`src/hdl/pdm_pkg.sv`:
```
/*
  Constants, register map and mode encoding of the power-down mode controller.
  Assumes a 20 MHz system clock and a 32-bit Avalon-MM register bus.
*/
package pdm_pkg;
  // ==========================================================================
  // Register byte offsets
  localparam logic [7:0] OFS_MSTOP_A = 8'h00;
  localparam logic [7:0] OFS_MSTOP_B = 8'h04;
  localparam logic [7:0] OFS_MSTOP_C = 8'h08;
  localparam logic [7:0] OFS_SYSCLK  = 8'h0C;
  localparam logic [7:0] OFS_STANDBY = 8'h10;
  localparam logic [7:0] OFS_STATUS  = 8'h14;
  // ==========================================================================
  // Reset values
  localparam logic [7:0] MSTOP_A_RESET = 8'h3F;
  localparam logic [7:0] MSTOP_B_RESET = 8'hFF;
  localparam logic [7:0] MSTOP_C_RESET = 8'hFF;
  localparam logic [2:0] DIV_RESET     = 3'h0;
  localparam logic [2:0] STS_RESET     = 3'h0;
  // ==========================================================================
  // Field positions
  localparam int TIMER_BIT   = 5;
  localparam int CONV_BIT    = 1;
  localparam int SER0_BIT    = 7;
  localparam int SER1_BIT    = 6;
  localparam int SER2_BIT    = 5;
  localparam int CAN_BIT     = 3;
  localparam int DIV_LSB     = 0;
  localparam int SSEL_BIT    = 7;
  localparam int STS_LSB     = 4;
  // ==========================================================================
  // Codes
  localparam logic [2:0] DIV_MAX      = 3'h5;
  localparam logic [2:0] STS_MAX      = 3'h5;
  localparam logic [2:0] STS_RESERVED = 3'h6;
  localparam logic [2:0] STS_NO_SET   = 3'h7;
  // ==========================================================================
  // Stabilization counting
  localparam int unsigned STAB_BASE_STATES = 8192;
  localparam int          STAB_CNT_W       = 19;
  // ==========================================================================
  // Synchronised pins
  localparam int         PIN_N     = 9;
  localparam int         PIN_HWSTB = 8;
  localparam int         PIN_RST   = 7;
  localparam int         PIN_NMI   = 6;
  localparam logic [8:0] PIN_IDLE  = 9'h1BF;
  // ==========================================================================
  // Operating modes
  typedef enum logic [2:0] {
    PDM_RUN,
    PDM_SLEEP,
    PDM_SWSTBY,
    PDM_OSCWAIT,
    PDM_RESET,
    PDM_HWSTBY
  } pdm_mode_e;
endpackage

```
`src/hdl/pdm_clk_if.sv`:
```
/*
  Carrier between the controller and its bus master clock divider.
  Assumes both ends run on the same system clock.
*/
`timescale 1ns/10ps
interface pdm_clk_if;
  logic [2:0] div_code;
  logic       bm_tick;
  modport ctl (output div_code, input bm_tick);
  modport div (input div_code, output bm_tick);
endinterface // pdm_clk_if

```
`src/hdl/pdm_divider.sv`:
```
/*
  Bus master clock-enable divider, divide by 1, 2, 4, 8, 16 or 32.
  Assumes the divider code changes only at a bus cycle boundary.
*/
`timescale 1ns/10ps
module pdm_divider (
  input  wire logic clk,
  input  wire logic rst_n,
  input  wire logic ce,
  input  wire logic run,
  pdm_clk_if.div    cif
);
  logic [4:0] cnt;
  logic [4:0] mask;
  logic [5:0] span;

  // ==========================================================================
  // Terminal count
  // Reserved codes fall back to the undivided clock rather than a wild ratio.
  always_comb
  begin
    span = 6'h01 << cif.div_code;
    mask = 5'h00;
    if (cif.div_code != 3'h0 && cif.div_code <= pdm_pkg::DIV_MAX)
    begin
      mask = 5'(span - 6'h01);
    end
  end

  always_ff @(posedge clk or negedge rst_n)
  begin
    if (!rst_n)
    begin
      cnt         <= 5'h00;
      cif.bm_tick <= 1'b0;
    end
    else
    begin
      cif.bm_tick <= ce && run && (cnt == mask);
      if (ce && run)
      begin
        cnt <= (cnt == mask) ? 5'h00 : 5'(cnt + 5'h01);
      end
    end
  end
endmodule // pdm_divider

```
`src/hdl/pdm_top.sv`:
```
/*
  Power-down mode controller: module stop registers, medium-speed clock
  selection, sleep, software standby with stabilization wait, reset and
  hardware standby entry.
  Assumes the CPU core pulses sleep_exec for a SLEEP instruction, the bus
  signals bus_cycle_end, and pins arrive asynchronously.
*/
// What this block does
// - Module stop bit one stops, zero releases.
// - Reset: stop A top bits 0, rest 1.
// - Stop bits map timer, converter, serials, CAN.
// - Divider code 1 to 5 slows bus masters after cycle.
// - Non-master peripherals keep the full clock.
// - Bus accesses count in bus master states.
// - Divider zero returns high speed after cycle.
// - Sleep halts CPU, peripherals keep running.
// - Wake from sleep or standby keeps speed.
// - Reset pin or watchdog cancels medium speed.
// - Hardware standby pin low enters hardware standby.
// - Enabled unmasked interrupt ends sleep with exception.
// - Reset during sleep, release starts reset exception.
// - Standby stops CPU, peripherals, oscillator; serial/converter reinit.
// - Standby wakes by NMI, IRQ, reset, standby pin.
// - IRQ wakes only if enabled and unmasked.
// - Reset in standby restarts oscillator, clocks at once.
// - Stabilization code selects 8192 to 262144 states.
// - Module stop takes effect at bus cycle end.
// - Stopped peripheral registers are not accessible.
`timescale 1ns/10ps
module pdm_top #(
  parameter int unsigned STAB_BASE = pdm_pkg::STAB_BASE_STATES
) (
  input  wire logic        clk,
  input  wire logic        ce,
  input  wire logic        resetn,
  input  wire logic [7:0]  avs_address,
  input  wire logic        avs_read,
  input  wire logic        avs_write,
  input  wire logic [31:0] avs_writedata,
  input  wire logic [3:0]  avs_byteenable,
  output      logic [31:0] avs_readdata,
  output      logic        avs_waitrequest,
  input  wire logic        sleep_exec,
  input  wire logic        bus_cycle_end,
  input  wire logic        wdt_reset,
  input  wire logic        int_request,
  input  wire logic        cpu_mask_all,
  input  wire logic [5:0]  irq_enable,
  input  wire logic        hw_standby_pin_n,
  input  wire logic        external_reset_pin_n,
  input  wire logic        nmi_pin,
  input  wire logic [5:0]  irq_pin_n,
  output      logic        cpu_halt,
  output      logic        chip_reset,
  output      logic        osc_enable,
  output      logic        peripheral_clock_enable,
  output      logic        bm_clock_enable,
  output      logic        medium_speed,
  output      logic        serial_converter_init,
  output      logic        int_exception_start,
  output      logic        reset_exception_start,
  output      logic [5:0]  peripheral_stop
);
  localparam int CW = pdm_pkg::STAB_CNT_W;

  logic                 rst_meta;
  logic                 rst_n;
  logic [8:0]           pin_raw;
  logic [8:0]           pin_s1;
  logic [8:0]           pin_s2;
  logic [8:0]           pin_s3;
  logic [8:0]           pin_lvl;
  pdm_pkg::pdm_mode_e   mode;
  pdm_pkg::pdm_mode_e   next_mode;
  logic [7:0]           module_stop_control_a;
  logic [7:0]           module_stop_control_b;
  logic [7:0]           module_stop_control_c;
  logic [2:0]           cpu_clock_divider_select;
  logic                 standby_select_bit;
  logic [2:0]           stabilize_time_select;
  logic [2:0]           eff_div;
  logic [CW-1:0]        stab_cnt;
  logic [CW-1:0]        stab_target;
  logic                 stab_done;
  logic                 irq_wake;
  logic                 sleep_wake;
  logic                 ack;
  logic                 in_reset;
  logic [7:0]           rd_val;
  pdm_clk_if            cif ();

  // ==========================================================================
  // Reset release
  always_ff @(posedge clk or negedge resetn)
  begin
    if (!resetn)
    begin
      rst_meta <= 1'b0;
      rst_n    <= 1'b0;
    end
    else
    begin
      rst_meta <= 1'b1;
      rst_n    <= rst_meta;
    end
  end

  // ==========================================================================
  // Pin synchronisers
  // A level is taken only when two stages agree, so a glitch shorter than a
  // clock never reaches the mode logic.
  assign pin_raw = {hw_standby_pin_n, external_reset_pin_n, nmi_pin, irq_pin_n};

  for (genvar i = 0; i < pdm_pkg::PIN_N; i++)
  begin : g_sync
    always_ff @(posedge clk or negedge rst_n)
    begin
      if (!rst_n)
      begin
        pin_s1[i]  <= pdm_pkg::PIN_IDLE[i];
        pin_s2[i]  <= pdm_pkg::PIN_IDLE[i];
        pin_s3[i]  <= pdm_pkg::PIN_IDLE[i];
        pin_lvl[i] <= pdm_pkg::PIN_IDLE[i];
      end
      else if (ce)
      begin
        pin_s1[i] <= pin_raw[i];
        pin_s2[i] <= pin_s1[i];
        pin_s3[i] <= pin_s2[i];
        if (pin_s2[i] == pin_s3[i])
        begin
          pin_lvl[i] <= pin_s2[i];
        end
      end
    end
  end

  // ==========================================================================
  // Wake conditions and stabilization target
  always_comb
  begin
    irq_wake   = (|(~pin_lvl[5:0] & irq_enable)) && !cpu_mask_all;
    sleep_wake = pin_lvl[pdm_pkg::PIN_NMI] || (int_request && !cpu_mask_all);
    if (stabilize_time_select >= pdm_pkg::STS_RESERVED)
    begin
      stab_target = CW'(STAB_BASE) << pdm_pkg::STS_MAX;
    end
    else
    begin
      stab_target = CW'(STAB_BASE) << stabilize_time_select;
    end
    stab_done = (mode == pdm_pkg::PDM_OSCWAIT) && (stab_cnt == CW'(stab_target - 1'b1));
    in_reset  = (mode == pdm_pkg::PDM_RESET) || (mode == pdm_pkg::PDM_HWSTBY);
  end

  // ==========================================================================
  // Mode sequencing
  always_comb
  begin
    next_mode = mode;
    if (!pin_lvl[pdm_pkg::PIN_HWSTB])
    begin
      next_mode = pdm_pkg::PDM_HWSTBY;
    end
    else if (!pin_lvl[pdm_pkg::PIN_RST] || wdt_reset)
    begin
      next_mode = pdm_pkg::PDM_RESET;
    end
    else
    begin
      case (mode)
        pdm_pkg::PDM_RUN:
        begin
          if (sleep_exec)
          begin
            next_mode = standby_select_bit ? pdm_pkg::PDM_SWSTBY : pdm_pkg::PDM_SLEEP;
          end
        end
        pdm_pkg::PDM_SLEEP:
        begin
          if (sleep_wake)
          begin
            next_mode = pdm_pkg::PDM_RUN;
          end
        end
        pdm_pkg::PDM_SWSTBY:
        begin
          if (pin_lvl[pdm_pkg::PIN_NMI] || irq_wake)
          begin
            next_mode = pdm_pkg::PDM_OSCWAIT;
          end
        end
        pdm_pkg::PDM_OSCWAIT:
        begin
          if (stab_done)
          begin
            next_mode = pdm_pkg::PDM_RUN;
          end
        end
        pdm_pkg::PDM_RESET:
        begin
          next_mode = pdm_pkg::PDM_RUN;
        end
        pdm_pkg::PDM_HWSTBY:
        begin
          next_mode = pdm_pkg::PDM_RESET;
        end
        default:
        begin
          next_mode = pdm_pkg::PDM_RESET;
        end
      endcase
    end
  end

  always_ff @(posedge clk or negedge rst_n)
  begin
    if (!rst_n)
    begin
      mode <= pdm_pkg::PDM_RESET;
    end
    else if (ce)
    begin
      mode <= next_mode;
    end
  end

  // ==========================================================================
  // Stabilization counter
  always_ff @(posedge clk or negedge rst_n)
  begin
    if (!rst_n)
    begin
      stab_cnt <= '0;
    end
    else if (ce)
    begin
      if (mode == pdm_pkg::PDM_OSCWAIT && !stab_done)
      begin
        stab_cnt <= CW'(stab_cnt + 1'b1);
      end
      else
      begin
        stab_cnt <= '0;
      end
    end
  end

  // ==========================================================================
  // Mode outputs, registered from the next mode so they align with it
  always_ff @(posedge clk or negedge rst_n)
  begin
    if (!rst_n)
    begin
      cpu_halt                <= 1'b1;
      chip_reset              <= 1'b1;
      osc_enable              <= 1'b1;
      peripheral_clock_enable <= 1'b1;
      serial_converter_init   <= 1'b0;
      int_exception_start     <= 1'b0;
      reset_exception_start   <= 1'b0;
    end
    else if (ce)
    begin
      cpu_halt                <= next_mode != pdm_pkg::PDM_RUN;
      chip_reset              <= next_mode == pdm_pkg::PDM_RESET
                                 || next_mode == pdm_pkg::PDM_HWSTBY;
      osc_enable              <= next_mode != pdm_pkg::PDM_SWSTBY
                                 && next_mode != pdm_pkg::PDM_HWSTBY;
      peripheral_clock_enable <= next_mode == pdm_pkg::PDM_RUN
                                 || next_mode == pdm_pkg::PDM_SLEEP
                                 || next_mode == pdm_pkg::PDM_RESET;
      serial_converter_init   <= next_mode == pdm_pkg::PDM_SWSTBY;
      int_exception_start     <= next_mode == pdm_pkg::PDM_RUN
                                 && (mode == pdm_pkg::PDM_SLEEP
                                 || mode == pdm_pkg::PDM_OSCWAIT);
      reset_exception_start   <= next_mode == pdm_pkg::PDM_RUN
                                 && mode == pdm_pkg::PDM_RESET;
    end
  end

  // ==========================================================================
  // Register bus: one wait cycle, then a one-cycle answer
  assign ack = (avs_read || avs_write) && !avs_waitrequest;

  always_comb
  begin
    case (avs_address)
      pdm_pkg::OFS_MSTOP_A: rd_val = module_stop_control_a;
      pdm_pkg::OFS_MSTOP_B: rd_val = module_stop_control_b;
      pdm_pkg::OFS_MSTOP_C: rd_val = module_stop_control_c;
      pdm_pkg::OFS_SYSCLK:  rd_val = {5'h00, cpu_clock_divider_select};
      pdm_pkg::OFS_STANDBY: rd_val = {standby_select_bit, stabilize_time_select, 4'h0};
      pdm_pkg::OFS_STATUS:  rd_val = {3'h0, osc_enable, medium_speed, mode};
      default:              rd_val = 8'h00;
    endcase
  end

  always_ff @(posedge clk or negedge rst_n)
  begin
    if (!rst_n)
    begin
      avs_waitrequest <= 1'b1;
      avs_readdata    <= 32'h0000_0000;
    end
    else if (ce)
    begin
      avs_waitrequest <= !((avs_read || avs_write) && avs_waitrequest);
      if (avs_read && avs_waitrequest)
      begin
        avs_readdata <= {24'h00_0000, rd_val};
      end
    end
  end

  // ==========================================================================
  // Control registers
  // Reset and hardware standby put every control back to its reset value,
  // which also cancels medium-speed operation.
  always_ff @(posedge clk or negedge rst_n)
  begin
    if (!rst_n)
    begin
      module_stop_control_a    <= pdm_pkg::MSTOP_A_RESET;
      module_stop_control_b    <= pdm_pkg::MSTOP_B_RESET;
      module_stop_control_c    <= pdm_pkg::MSTOP_C_RESET;
      cpu_clock_divider_select <= pdm_pkg::DIV_RESET;
      standby_select_bit       <= 1'b0;
      stabilize_time_select    <= pdm_pkg::STS_RESET;
    end
    else if (ce)
    begin
      if (in_reset)
      begin
        module_stop_control_a    <= pdm_pkg::MSTOP_A_RESET;
        module_stop_control_b    <= pdm_pkg::MSTOP_B_RESET;
        module_stop_control_c    <= pdm_pkg::MSTOP_C_RESET;
        cpu_clock_divider_select <= pdm_pkg::DIV_RESET;
        standby_select_bit       <= 1'b0;
        stabilize_time_select    <= pdm_pkg::STS_RESET;
      end
      else if (ack && avs_write && avs_byteenable[0])
      begin
        case (avs_address)
          pdm_pkg::OFS_MSTOP_A: module_stop_control_a <= avs_writedata[7:0];
          pdm_pkg::OFS_MSTOP_B: module_stop_control_b <= avs_writedata[7:0];
          pdm_pkg::OFS_MSTOP_C: module_stop_control_c <= avs_writedata[7:0];
          pdm_pkg::OFS_SYSCLK:
          begin
            cpu_clock_divider_select <= avs_writedata[pdm_pkg::DIV_LSB +: 3];
          end
          pdm_pkg::OFS_STANDBY:
          begin
            standby_select_bit <= avs_writedata[pdm_pkg::SSEL_BIT];
            if (avs_writedata[pdm_pkg::STS_LSB +: 3] != pdm_pkg::STS_NO_SET)
            begin
              stabilize_time_select <= avs_writedata[pdm_pkg::STS_LSB +: 3];
            end
          end
          default:
          begin
          end
        endcase
      end
    end
  end

  // ==========================================================================
  // Bus cycle boundary: divider and module stop changes take effect here
  always_ff @(posedge clk or negedge rst_n)
  begin
    if (!rst_n)
    begin
      eff_div         <= pdm_pkg::DIV_RESET;
      medium_speed    <= 1'b0;
      peripheral_stop <= 6'h3F;
    end
    else if (ce)
    begin
      if (in_reset)
      begin
        eff_div         <= pdm_pkg::DIV_RESET;
        medium_speed    <= 1'b0;
        peripheral_stop <= 6'h3F;
      end
      else if (bus_cycle_end)
      begin
        eff_div         <= cpu_clock_divider_select;
        medium_speed    <= cpu_clock_divider_select != 3'h0
                           && cpu_clock_divider_select <= pdm_pkg::DIV_MAX;
        peripheral_stop <= {module_stop_control_c[pdm_pkg::CAN_BIT],
                            module_stop_control_b[pdm_pkg::SER2_BIT],
                            module_stop_control_b[pdm_pkg::SER1_BIT],
                            module_stop_control_b[pdm_pkg::SER0_BIT],
                            module_stop_control_a[pdm_pkg::CONV_BIT],
                            module_stop_control_a[pdm_pkg::TIMER_BIT]};
      end
    end
  end

  // ==========================================================================
  // Bus master clock enable
  // Bus masters stop with the CPU clocks in standby; the divider itself only
  // ever sees codes that changed at a bus cycle boundary or were cleared by reset.
  assign cif.div_code    = eff_div;
  assign bm_clock_enable = cif.bm_tick;

  pdm_divider u_div (
    .clk   (clk),
    .rst_n (rst_n),
    .ce    (ce),
    .run   (peripheral_clock_enable),
    .cif   (cif)
  );
endmodule // pdm_top

```
`config.mk`:
```
export PLATFORM = sky130hd
export DESIGN_NAME = pdm_top
export DESIGN_NICKNAME = d
export VERILOG_FILES = /design/src/hdl/pdm_pkg.sv /design/src/hdl/pdm_clk_if.sv /design/src/hdl/pdm_divider.sv /design/src/hdl/pdm_top.sv
export SDC_FILE = /design/constraint.sdc
export NUM_CORES = 1
export LEC_CHECK = 0
export ABC_CLOCK_PERIOD_IN_PS = 4100
export BUFFER_PORTS_ARGS = -buffer_cell sky130_fd_sc_hd__buf_2
export CAP_MARGIN = 40
export CELL_PAD_IN_SITES_DETAIL_PLACEMENT = 0
export CELL_PAD_IN_SITES_GLOBAL_PLACEMENT = 1
export CORE_UTILIZATION = 43
export CTS_CLUSTER_SIZE = 12
export DETAILED_ROUTE_END_ITERATION = 8
export PLACE_DENSITY = 0.86
export SETUP_SLACK_MARGIN = 0.05
export SLEW_MARGIN = 20
export SYNTH_ARGS = -nofsm -noshare
export SYNTH_HDL_FRONTEND = slang
export SYNTH_HIERARCHICAL = 1
export SYNTH_SLANG_ARGS = --single-unit
export TNS_END_PERCENT = 20
```
`constraint.sdc`:
```
create_clock -name clk -period 4.1 [get_ports clk]
set_input_delay 0.615 -clock clk [delete_from_list [all_inputs] [get_ports clk]]
set_output_delay 0.615 -clock clk [all_outputs]
set_load 0.02 [all_outputs]
```
==> flow_summary_export.csv, run 1 <==
group,metric,value,unit
grt,grt_pass1_wl,22.0,mm
timing,whs,0.351,ns
timing,finalSetupTns,0,ns
logic_synthesis,synth_flop_cell,"dfstp_2",
critical_path,max_stage_delay,0.63,ns
drt,wl_per_cell,14.8,um
power_and_ir_drop,power_frac_comb,18.0,%
drt,wl_met2,6.28,mm
logic_synthesis,synthCells,617,
finish,diodes,0,
critical_path,cp_top_family,"compound AO/OA/AOI/OAI gates",
timing,max-slew-margin-rel,54.2,%
grt,antenna_found_initial,0,
clocking,clockBufferDepth,2,
power_and_ir_drop,clock_power_share,39.0,%
power_and_ir_drop,internal-power,2.83,mW
clocking,cts_resized,0,
drt,ant_nets,0,
critical_path,endpoint_kind,"register",
clocking,root_buffer,"clkbuf_16",
placement,io_buffers,65,
hold_path,hold_class,"register to register",
logic_synthesis,ys_seq_area_share,51.0,%
logic_synthesis,avgSynthCellArea,10.0,um^2
timing,setup_ws,1.62,ns
finish,register_area,3160,um^2
drt,wl,12.9,mm
grt,overflow,0,
drt,vias,4599,
timing,rsz0062_at_grt,"no",
drt,topRoutingLayerUsed,"met4",
critical_path,crit_path_start_kind,"register",
power_and_ir_drop,leakage,3.08,nW
drt,drt_iter0_markers,330,
timing,finalHoldViolations,0,
logic_synthesis,synth_top_area_cell,"dfstp_2",
timing,fmax,403,MHz
grt,grt_max_degree,53,
logic_synthesis,synth_cell_types,69,
power_and_ir_drop,power_per_cell_area,550,nW/um^2
logic_synthesis,synth.area.top_cells,"dfstp_2, dfrtp_1, o21ai_0",
finish,instances_no_fill,873,
power_and_ir_drop,seq_power_share,43.1,%
drt,drcViolationCount,0,
clocking,cts_tree,"yes",
finish,n_fill_cell,1250,
finish,nNetsFinal,752,
placement,dpl.hpwl,8.95,mm
logic_synthesis,ys_warn_count,6,
drt,met1Wirelength,5.70,mm
clocking,numCtsBuffers,17,
finish,area_delta_synth_final,16.4,%
critical_path,critPathBufInv,2,
logic_synthesis,synth-async-reset-ratio,100,%
floorplan,ios,117,
floorplan,die_h,122,um
power_and_ir_drop,p_sw_share,28.6,%
timing,min_period,2.48,ns
clocking,htree_levels,4,
timing,finalCritPeriodShare,60.5,%
power_and_ir_drop,power_switching,1.13,mW
grt,grt_pass1_vias,4569,
finish,multi_input_area,2700,um^2
clocking,clk_latency,0.42,ns
job,drv_cap,0,
logic_synthesis,ys_ff_latch,123,
placement,gp_congestion,0.801,
logic_synthesis,synth_top_area_share,28.0,%
finish,drive_gt1_share,31.0,%
finish,final_util,51.6,%
placement,dp_cells,840,
clocking,numClockSinks,123,
drt,viasPerCell,5.27,
critical_path,worst-setup-path-type,"register to register",
timing,clock_skew,0.00906,ns
drt,wl_met3,728,um
drt,dr.pass1.iters,4,
logic_synthesis,synth_edf_count,0,
critical_path,cp_max_fo,20,
logic_synthesis,synth_area,6190,um^2
floorplan,die_w,122,um
timing,tightest_slew,0.687,ns
power_and_ir_drop,peakVddDrop,0.336,mV
floorplan,start_util,44.3,%
timing,finalSetupViolCount,0,
timing,slew_viol_final,0,
outcome,outcome,"completed",
logic_synthesis,synth_common_cells,"dfstp_2, nand2_1, o21ai_0",
floorplan,die-area,14900,um^2
floorplan,fp.coreArea,14000,um^2
critical_path,crit_chain,"nor2b_1, buf_4, o21ai_1, a21oi_1, buf_4, nor2_1, a21oi_1",
floorplan,rows,43,
critical_path,critPathArrivalTime,2.81,ns
critical_path,worstPathRequired,4.43,ns
logic_synthesis,yosysMostFrequentCell,"dfstp_2",
placement,place_ws,1.63,ns
critical_path,slowest_stage,"dfstp_2",
grt,grt_use_total,19.2,%
clocking,clkTransAtPathRegs,0.05,ns
[per-stage QoR]
| stage | cell area, um^2 | power (mW) |
|---|---|---|
| 6_report | 7210 | 3.97 |
| 4_1_cts | 7210 | 4.01 |
| 3_3_place_gp | 6570 | 2.39 |
| 2_1_floorplan | 6280 | 2.24 |
| 3_5_place_dp | 6580 | 2.44 |
| 5_1_grt | 7210 | 4.18 |
[final timing paths]
check	cells past startpoint	end	slack [ns]	startpoint
min in group asynchronous	0	pin_s2[6]$_DFFE_PN0P_	0.36	rst_n$_DFF_PN0_
worst min register to register	0	rst_n$_DFF_PN0_	0.35	rst_meta$_DFF_PN0_
max in group asynchronous	1	module_stop_control_c[1]$_DFFE_PN1P_	2.78	rst_n$_DFF_PN0_
worst min-delay path	0	rst_n$_DFF_PN0_	0.35	rst_meta$_DFF_PN0_
worst max register to register	7	module_stop_control_b[3]$_DFFE_PN1P_	1.62	mode[2]$_DFFE_PN1P_
worst max-delay path	7	module_stop_control_b[3]$_DFFE_PN1P_	1.62	mode[2]$_DFFE_PN1P_
[final cells by class]
type | instances | area share (%)
flip-flops and latches | 123 | 43.9
multi-input cells | 439 | 37.4
clock buffers | 23 | 6.76
repair buffers | 75 | 5.76
well taps | 180 | 3.12
clock inverters | 9 | 1.87
inverters | 24 | 1.25
[cells in the final DEF (no fill, tap or decap), types with 5 or more instances in the layout]
cell type / synthesis / routed
dfstp_2: 66 / 66
buf_2: 3 / 65
nand2_1: 62 / 62
o21ai_0: 62 / 61
dfrtp_1: 57 / 56
nor2_1: 51 / 51
a21oi_1: 44 / 44
conb_1: 2 / 25
inv_1: 23 / 23
mux2_2: 20 / 20
clkbuf_16: 0 / 17
nand3_1: 14 / 14
nor2b_1: 10 / 10
xnor2_1: 10 / 10
nor2_4: 10 / 10
nor3_1: 9 / 9
a31oi_1: 8 / 8
a22o_1: 8 / 8
buf_4: 24 / 8
xor2_1: 7 / 7
nand2b_1: 7 / 7
o22ai_1: 7 / 7
and3_1: 5 / 5
a22oi_1: 5 / 5
[power by group through the flow]
stage	Clock (mW)	Combinational, mW	Sequential, mW
2_1_floorplan	0	0.556	1.68
3_3_place_gp	0	0.681	1.71
3_5_place_dp	0	0.715	1.73
4_1_cts	1.58	0.720	1.71
5_1_grt	1.63	0.802	1.75
6_report	1.55	0.713	1.71
[registers in the layout, summed over array words and instances (netlist names), 3 cells and up]
register                  count
pin_lvl                       9
avs_readdata                  8
module_stop_control_a         8
stab_cnt                     19
peripheral_stop               6
module_stop_control_c         8
cpu_clock_divider_select      3
stabilize_time_select         3
module_stop_control_b         8
mode                          3
pin_s3                        9
cif.div_code                  3
u_div/cnt                     5
pin_s1                        9
pin_s2                        9
[routing by layer]
layer	GRT usage [%]	vias up
li1	-	2235
met1	24.6	2229
met2	30.4	121
met3	6.69	14
met4	5.86	0
met5	0	-
[cell families (layout without fill, tap and decap cells)]
group	Yosys count	count (layout)	synth area share (%)
AND/OR/NAND/NOR	198	198	16.7
AO/OA/AOI/OAI	168	168	16.5
flip-flops	123	123	51.0
buffers and inverters	78	131	6.87
multiplexers	28	28	5.74
XOR/XNOR	17	17	2.40
adder cells (fa/ha/maj)	3	3	0.606
other	2	25	0.121
[timing repair]
| action | 4_1_cts | 5_1_grt |
|---|---|---|
| hold buffers | 1 | 0 |
| setup endpoints to repair | 0 | 0 |
| hold endpoints to repair | 2 | 0 |
| setup buffers | 0 | 0 |
No activity file was read; power rests on OpenSTA's default activity.
==> run 2: changes to the inputs <==
Settings changed: ABC_CLOCK_PERIOD_IN_PS 4100 to 2100, CORE_UTILIZATION 43 to 39, PLACE_DENSITY 0.86 to 0.83.
Clock period 4.1 ns to 2.1 ns, I/O delays scaled along.
==> run 2 against run 1 <==
Compared with the run above: clock skew is 0.00095 ns higher; wire length rose by 8.2%; clock power increased by 90%.
==> flow_summary_export.csv, run 2 (synthesized netlist as in run 1, its figures left out) <==
group,metric,value,unit
outcome,outcome,"completed",
timing,rsz0062_at_grt,"yes",
floorplan,start_util,40.3,%
drt,wl_per_cell,15.0,um
finish,n_fill_cell,1409,
critical_path,crit_path_start_kind,"register",
floorplan,fp.coreArea,15400,um^2
power_and_ir_drop,peakVddDrop,0.585,mV
finish,area_delta_synth_final,21.9,%
grt,grt_use_total,18.0,%
drt,vias,4733,
drt,viasPerCell,5.08,
job,drv_cap,0,
drt,dr.pass1.iters,5,
clocking,cts_tree,"yes",
finish,top_register,"stab_cnt",
clocking,clockBufferDepth,2,
placement,dpl.hpwl,9.84,mm
clocking,root_buffer,"clkbuf_16",
power_and_ir_drop,internal-power,5.52,mW
finish,largest_register_ffs,19,
critical_path,worst-setup-path-type,"register to register",
critical_path,max_stage_delay,0.41,ns
power_and_ir_drop,p_sw_share,29.1,%
clocking,numClockSinks,123,
critical_path,critPathBufInv,0,
critical_path,worstPathRequired,2.39,ns
floorplan,die_h,128,um
timing,slew_viol_final,0,
timing,setup_ws,0.0498,ns
grt,grt_pass1_vias,4688,
floorplan,ios,117,
hold_path,worstHoldStart,"irq_pin_n[4]",
timing,whs,0.126,ns
critical_path,startpoint,"cif.div_code[2]$_DFFE_PN0P_",
clocking,htree_levels,4,
power_and_ir_drop,seq_power_share,42.6,%
placement,gp_congestion,0.802,
placement,place_ws,-0.0103,ns
timing,finalSetupTns,0,ns
hold_path,hold_class,"input pin to register",
grt,overflow,0,
finish,register_area,3160,um^2
floorplan,rows,45,
critical_path,slowest_stage,"or3_4",
timing,finalHoldViolations,0,
finish,nNetsFinal,779,
critical_path,endpoint_kind,"register",
critical_path,cp_max_fo,6,
timing,tightest_slew,0.622,ns
floorplan,die_w,128,um
clocking,clkTransAtPathRegs,0.06,ns
clocking,numCtsBuffers,17,
placement,io_buffers,65,
drt,drt_iter0_markers,342,
drt,drcViolationCount,0,
timing,max-slew-margin-rel,58.5,%
finish,mostFrequentLayoutCell,"dfstp_2",
timing,min_period,2.05,ns
drt,wl,13.9,mm
timing,finalCritPeriodShare,97.6,%
finish,drive_gt1_share,35.4,%
power_and_ir_drop,power_frac_comb,19.4,%
timing,clock_skew,0.0100,ns
floorplan,die-area,16400,um^2
timing,finalSetupViolCount,0,
finish,final_util,49.1,%
power_and_ir_drop,clock_power_share,37.9,%
grt,antenna_found_initial,1,
grt,grt_pass1_wl,22.7,mm
power_and_ir_drop,power_switching,2.27,mW
drt,ant_nets,0,
clocking,clk_latency,0.42,ns
timing,fmax,488,MHz
grt,grt_max_degree,40,
finish,final_cell_mix,"dfstp_2, buf_2, o21ai_0",
critical_path,r2r-start,"cif.div_code[2]$_DFFE_PN0P_",
power_and_ir_drop,leakage,3.23,nW
critical_path,crit_chain,"or3_4, ha_4, nand3b_1, a211o_1, a31o_1, a21oi_4, a21oi_1",
finish,multi_input_area,2750,um^2
power_and_ir_drop,power_per_cell_area,1030,nW/um^2
critical_path,critPathArrivalTime,2.34,ns
critical_path,cp_top_family,"compound AO/OA/AOI/OAI gates",
run 2: cell count changes in the layout (fill, tap and decap cells not counted), sizes merged:
cell	previous run	this run
clkbuf	23	24
clkinv	3	6
inv	24	23
clkinvlp	3	2
diode	0	1
buf	74	100
bufinv	3	2
run 2: what timing repair did:
item | 4_1_cts | 5_1_grt
hold buffers | 1 | 0
gates resized for setup | 3 | 15
pin swaps | 6 | 15
gates cloned | 0 | 1
buffers inserted | 0 | 2
endpoints found under the setup margin | 24 | 33
hold endpoints to repair | 2 | 0
run 2: final timing paths:
path	cells past startpoint	slack, ns	endpoint
min in group asynchronous	2	0.21	rst_n$_DFF_PN0_
max reg2reg	7	0.05	u_div/cnt[3]$_DFFE_PN0P_
max in group asynchronous	1	1.04	pin_s3[2]$_DFFE_PN1P_
max	7	0.05	u_div/cnt[3]$_DFFE_PN0P_
min reg2reg	0	0.28	stab_cnt[17]$_DFFE_PN0P_
min	2	0.13	pin_s1[4]$_DFFE_PN1P_
run 2: worst register-to-register path, delay by kind of cell, from the launching register on:
kind | cells | cell delay (ns)
adder cells (fa/ha/maj) | 1 | 0.17
AND/OR/NAND/NOR | 2 | 0.56
flip-flops | 1 | 0.38
AO/OA/AOI/OAI | 4 | 0.81
run 2: final cells by class:
class	instances	share of cell area (%)
sequential	123	41.9
tap	211	3.50
clock buffer	23	6.61
antenna	1	0.0331
clock inverter	9	1.47
timing repair buffer	102	8.85
inverter	24	1.19
multi-input combinational	439	36.4
run 2: power groups by stage:
stage	Sequential, mW	Clock (mW)	Combinational (mW)
floorplan	3.29	0	1.09
global placement	3.32	0	1.42
detailed placement	3.35	0	1.48
CTS	3.32	3.01	1.50
global route	3.38	3.13	1.69
finish	3.32	2.95	1.51
run 2: metrics by stage:
stage               total power, mW  instance area, um^2  instances
floorplan                      4.37                 6280        640
global placement               4.74                 6820        894
detailed placement             4.83                 6820        895
CTS                            7.84                 7460        928
global route                   8.20                 7550        932
finish                         7.79                 7550        932
run 2: routing by layer:
layer,global-route usage [%],wire (um)
met1,22.5,6170
met2,29.5,6930
met5,0,0
met3,4.80,561
met4,7.13,269
==> run 3: changes to the inputs <==
Settings changed: CORE_ASPECT_RATIO set to 1.1, REMOVE_ABC_BUFFERS set to 1.
==> run 3 against run 2 <==
Compared with the run above: sequential share of layout area is 0.73 points lower; worst hold slack better by 0.0027 ns; die area hardly changed; non-clock buffer count is 9 higher; largest power group is now clock; setup slack worse by 0.036 ns; power is 5.8% higher; count of clock-buffer cells in the layout is 3 lower; combinational power is 5% higher; register-to-register slack worse by 0.04 ns; critical path depth is 2 higher.
==> flow_summary_export.csv, run 3 (synthesized netlist as in run 1, its figures left out) <==
group,metric,value,unit
timing,finalCritPeriodShare,99.3,%
clocking,htree_levels,4,
clocking,numClockSinks,123,
critical_path,cp_max_fo,7,
timing,finalHoldViolations,0,
grt,antenna_found_initial,0,
drt,drcViolationCount,0,
timing,rsz0062_at_grt,"yes",
critical_path,critPathArrivalTime,2.38,ns
floorplan,die_h,134,um
power_and_ir_drop,leakage,3.32,nW
placement,io_buffers,65,
clocking,clkTransAtPathRegs,0.06,ns
timing,max-slew-margin-rel,60.4,%
timing,clock_skew,0.0114,ns
timing,fmax,479,MHz
placement,gp_congestion,0.845,
clocking,root_buffer,"clkbuf_16",
clocking,clockBufferDepth,2,
drt,wl_per_cell,15.5,um
grt,met2_usage,31.8,%
floorplan,start_util,40.5,%
grt,grt_use_total,18.8,%
timing,tightest_slew,0.594,ns
drt,ant_nets,0,
timing,finalSetupViolCount,0,
power_and_ir_drop,power_per_cell_area,1070,nW/um^2
floorplan,fp.coreArea,15300,um^2
floorplan,die_w,122,um
outcome,outcome,"completed",
finish,diodes,0,
grt,grt_pass1_vias,4888,
hold_path,hold_class,"input pin to register",
job,drv_cap,0,
critical_path,crit_path_start_kind,"register",
floorplan,die-area,16400,um^2
grt,busiest_layer,"met2",
grt,use_met3,5.44,%
timing,slew_viol_final,0,
finish,largest_register_ffs,19,
drt,viasPerCell,5.17,
critical_path,endpoint_kind,"register",
critical_path,worstPathRequired,2.40,ns
grt,grt_pass1_wl,24.0,mm
finish,mostFrequentLayoutCell,"dfstp_2",
finish,area_delta_synth_final,24.1,%
drt,dr.pass1.iters,4,
power_and_ir_drop,total_power,8.24,mW
grt,grt_max_degree,74,
floorplan,rows,47,
drt,wl,14.3,mm
drt,vias,4778,
grt,grtUsageMet1,22.6,%
power_and_ir_drop,peakVddDrop,0.699,mV
grt,overflow,0,
timing,finalSetupTns,0,ns
clocking,cts_tree,"yes",
finish,final_cell_mix,"dfstp_2, buf_2, o21ai_0, nand2_1, dfrtp_1",
finish,top_register,"stab_cnt",
floorplan,ios,117,
placement,dpl.hpwl,9.73,mm
clocking,numCtsBuffers,17,
timing,min_period,2.09,ns
finish,drive_gt1_share,36.2,%
clocking,clk_latency,0.42,ns
critical_path,worst-setup-path-type,"register to register",
finish,nNetsFinal,788,
drt,drt_iter0_markers,325,
## run 3: power by group
part | internal, mW | switching, mW
Clock | 2.26 | 1.08
Sequential | 2.96 | 0.361
Combinational | 0.690 | 0.894
## run 3: final cells by class
cell class,instances,area [um^2]
timing repair buffer,111,751
tap,196,245
inverter,24,90.1
clock inverter,12,206
clock buffer,20,479
sequential,123,3170
fill,1392,7600
multi-input combinational,439,2750
## run 3: critical path, stage by stage, from the launching register on
cell	delay [ns]
dfrtp_2	0.43
buf_4	0.15
a21oi_2	0.13
xnor2_1	0.09
or4_4	0.53
o21ai_4	0.17
and2_4	0.19
buf_12	0.10
buf_16	0.14
nor2_4	0.04
## run 3: timing repair
| item | CTS | global route |
|---|---|---|
| setup endpoints to repair | 25 | 28 |
| endpoints found under the hold margin | 2 | 0 |
| resized for setup | 8 | 9 |
| gates cloned | 1 | 0 |
| pin swaps | 8 | 12 |
| buffers inserted | 7 | 2 |
| hold buffers | 1 | 0 |
## run 3: final timing paths
check                                                      from                       end  slack [ns]  depth (start not counted)
setup / recovery           stabilize_time_select[2]$_DFFE_PN0P_  stab_cnt[14]$_DFFE_PN0P_        0.01                          9
hold / removal                                     irq_pin_n[1]     pin_s1[1]$_DFFE_PN1P_        0.13                          2
setup reg to reg           stabilize_time_select[2]$_DFFE_PN0P_  stab_cnt[14]$_DFFE_PN0P_        0.01                          9
hold reg to reg                                 rst_n$_DFF_PN0_   stab_cnt[7]$_DFFE_PN0P_        0.35                          1
max in group asynchronous                       rst_n$_DFF_PN0_  u_div/cnt[4]$_DFFE_PN0P_        1.24                          1
min in group asynchronous                                resetn        rst_meta$_DFF_PN0_        0.21                          2
## run 3: per-layer routing
layer | part of all wire (%) | wire length, um | vias to the layer above
li1 | - | - | 2308
met1 | 42 | 5990 | 2346
met2 | 52 | 7490 | 107
met3 | 4.7 | 673 | 17
met4 | 1.3 | 190 | 0
met5 | 0 | 0 | -
## run 3: stage by stage
| step | cells | instance area (um^2) | hold slack (ns) | worst slack, ns | utilization, % |
|---|---|---|---|---|---|
| floorplan | 586 | 5950 | 0.0194 | -1.47 | - |
| global placement | 882 | 6820 | 0.102 | 0.0390 | 44.6 |
| detailed placement | 882 | 6820 | 0.103 | -0.0379 | 44.6 |
| CTS | 923 | 7630 | 0.111 | 0.0470 | 49.9 |
| global route | 925 | 7690 | 0.121 | -0.0624 | 50.3 |
| finish | 925 | 7690 | 0.129 | 0.0142 | 50.3 |
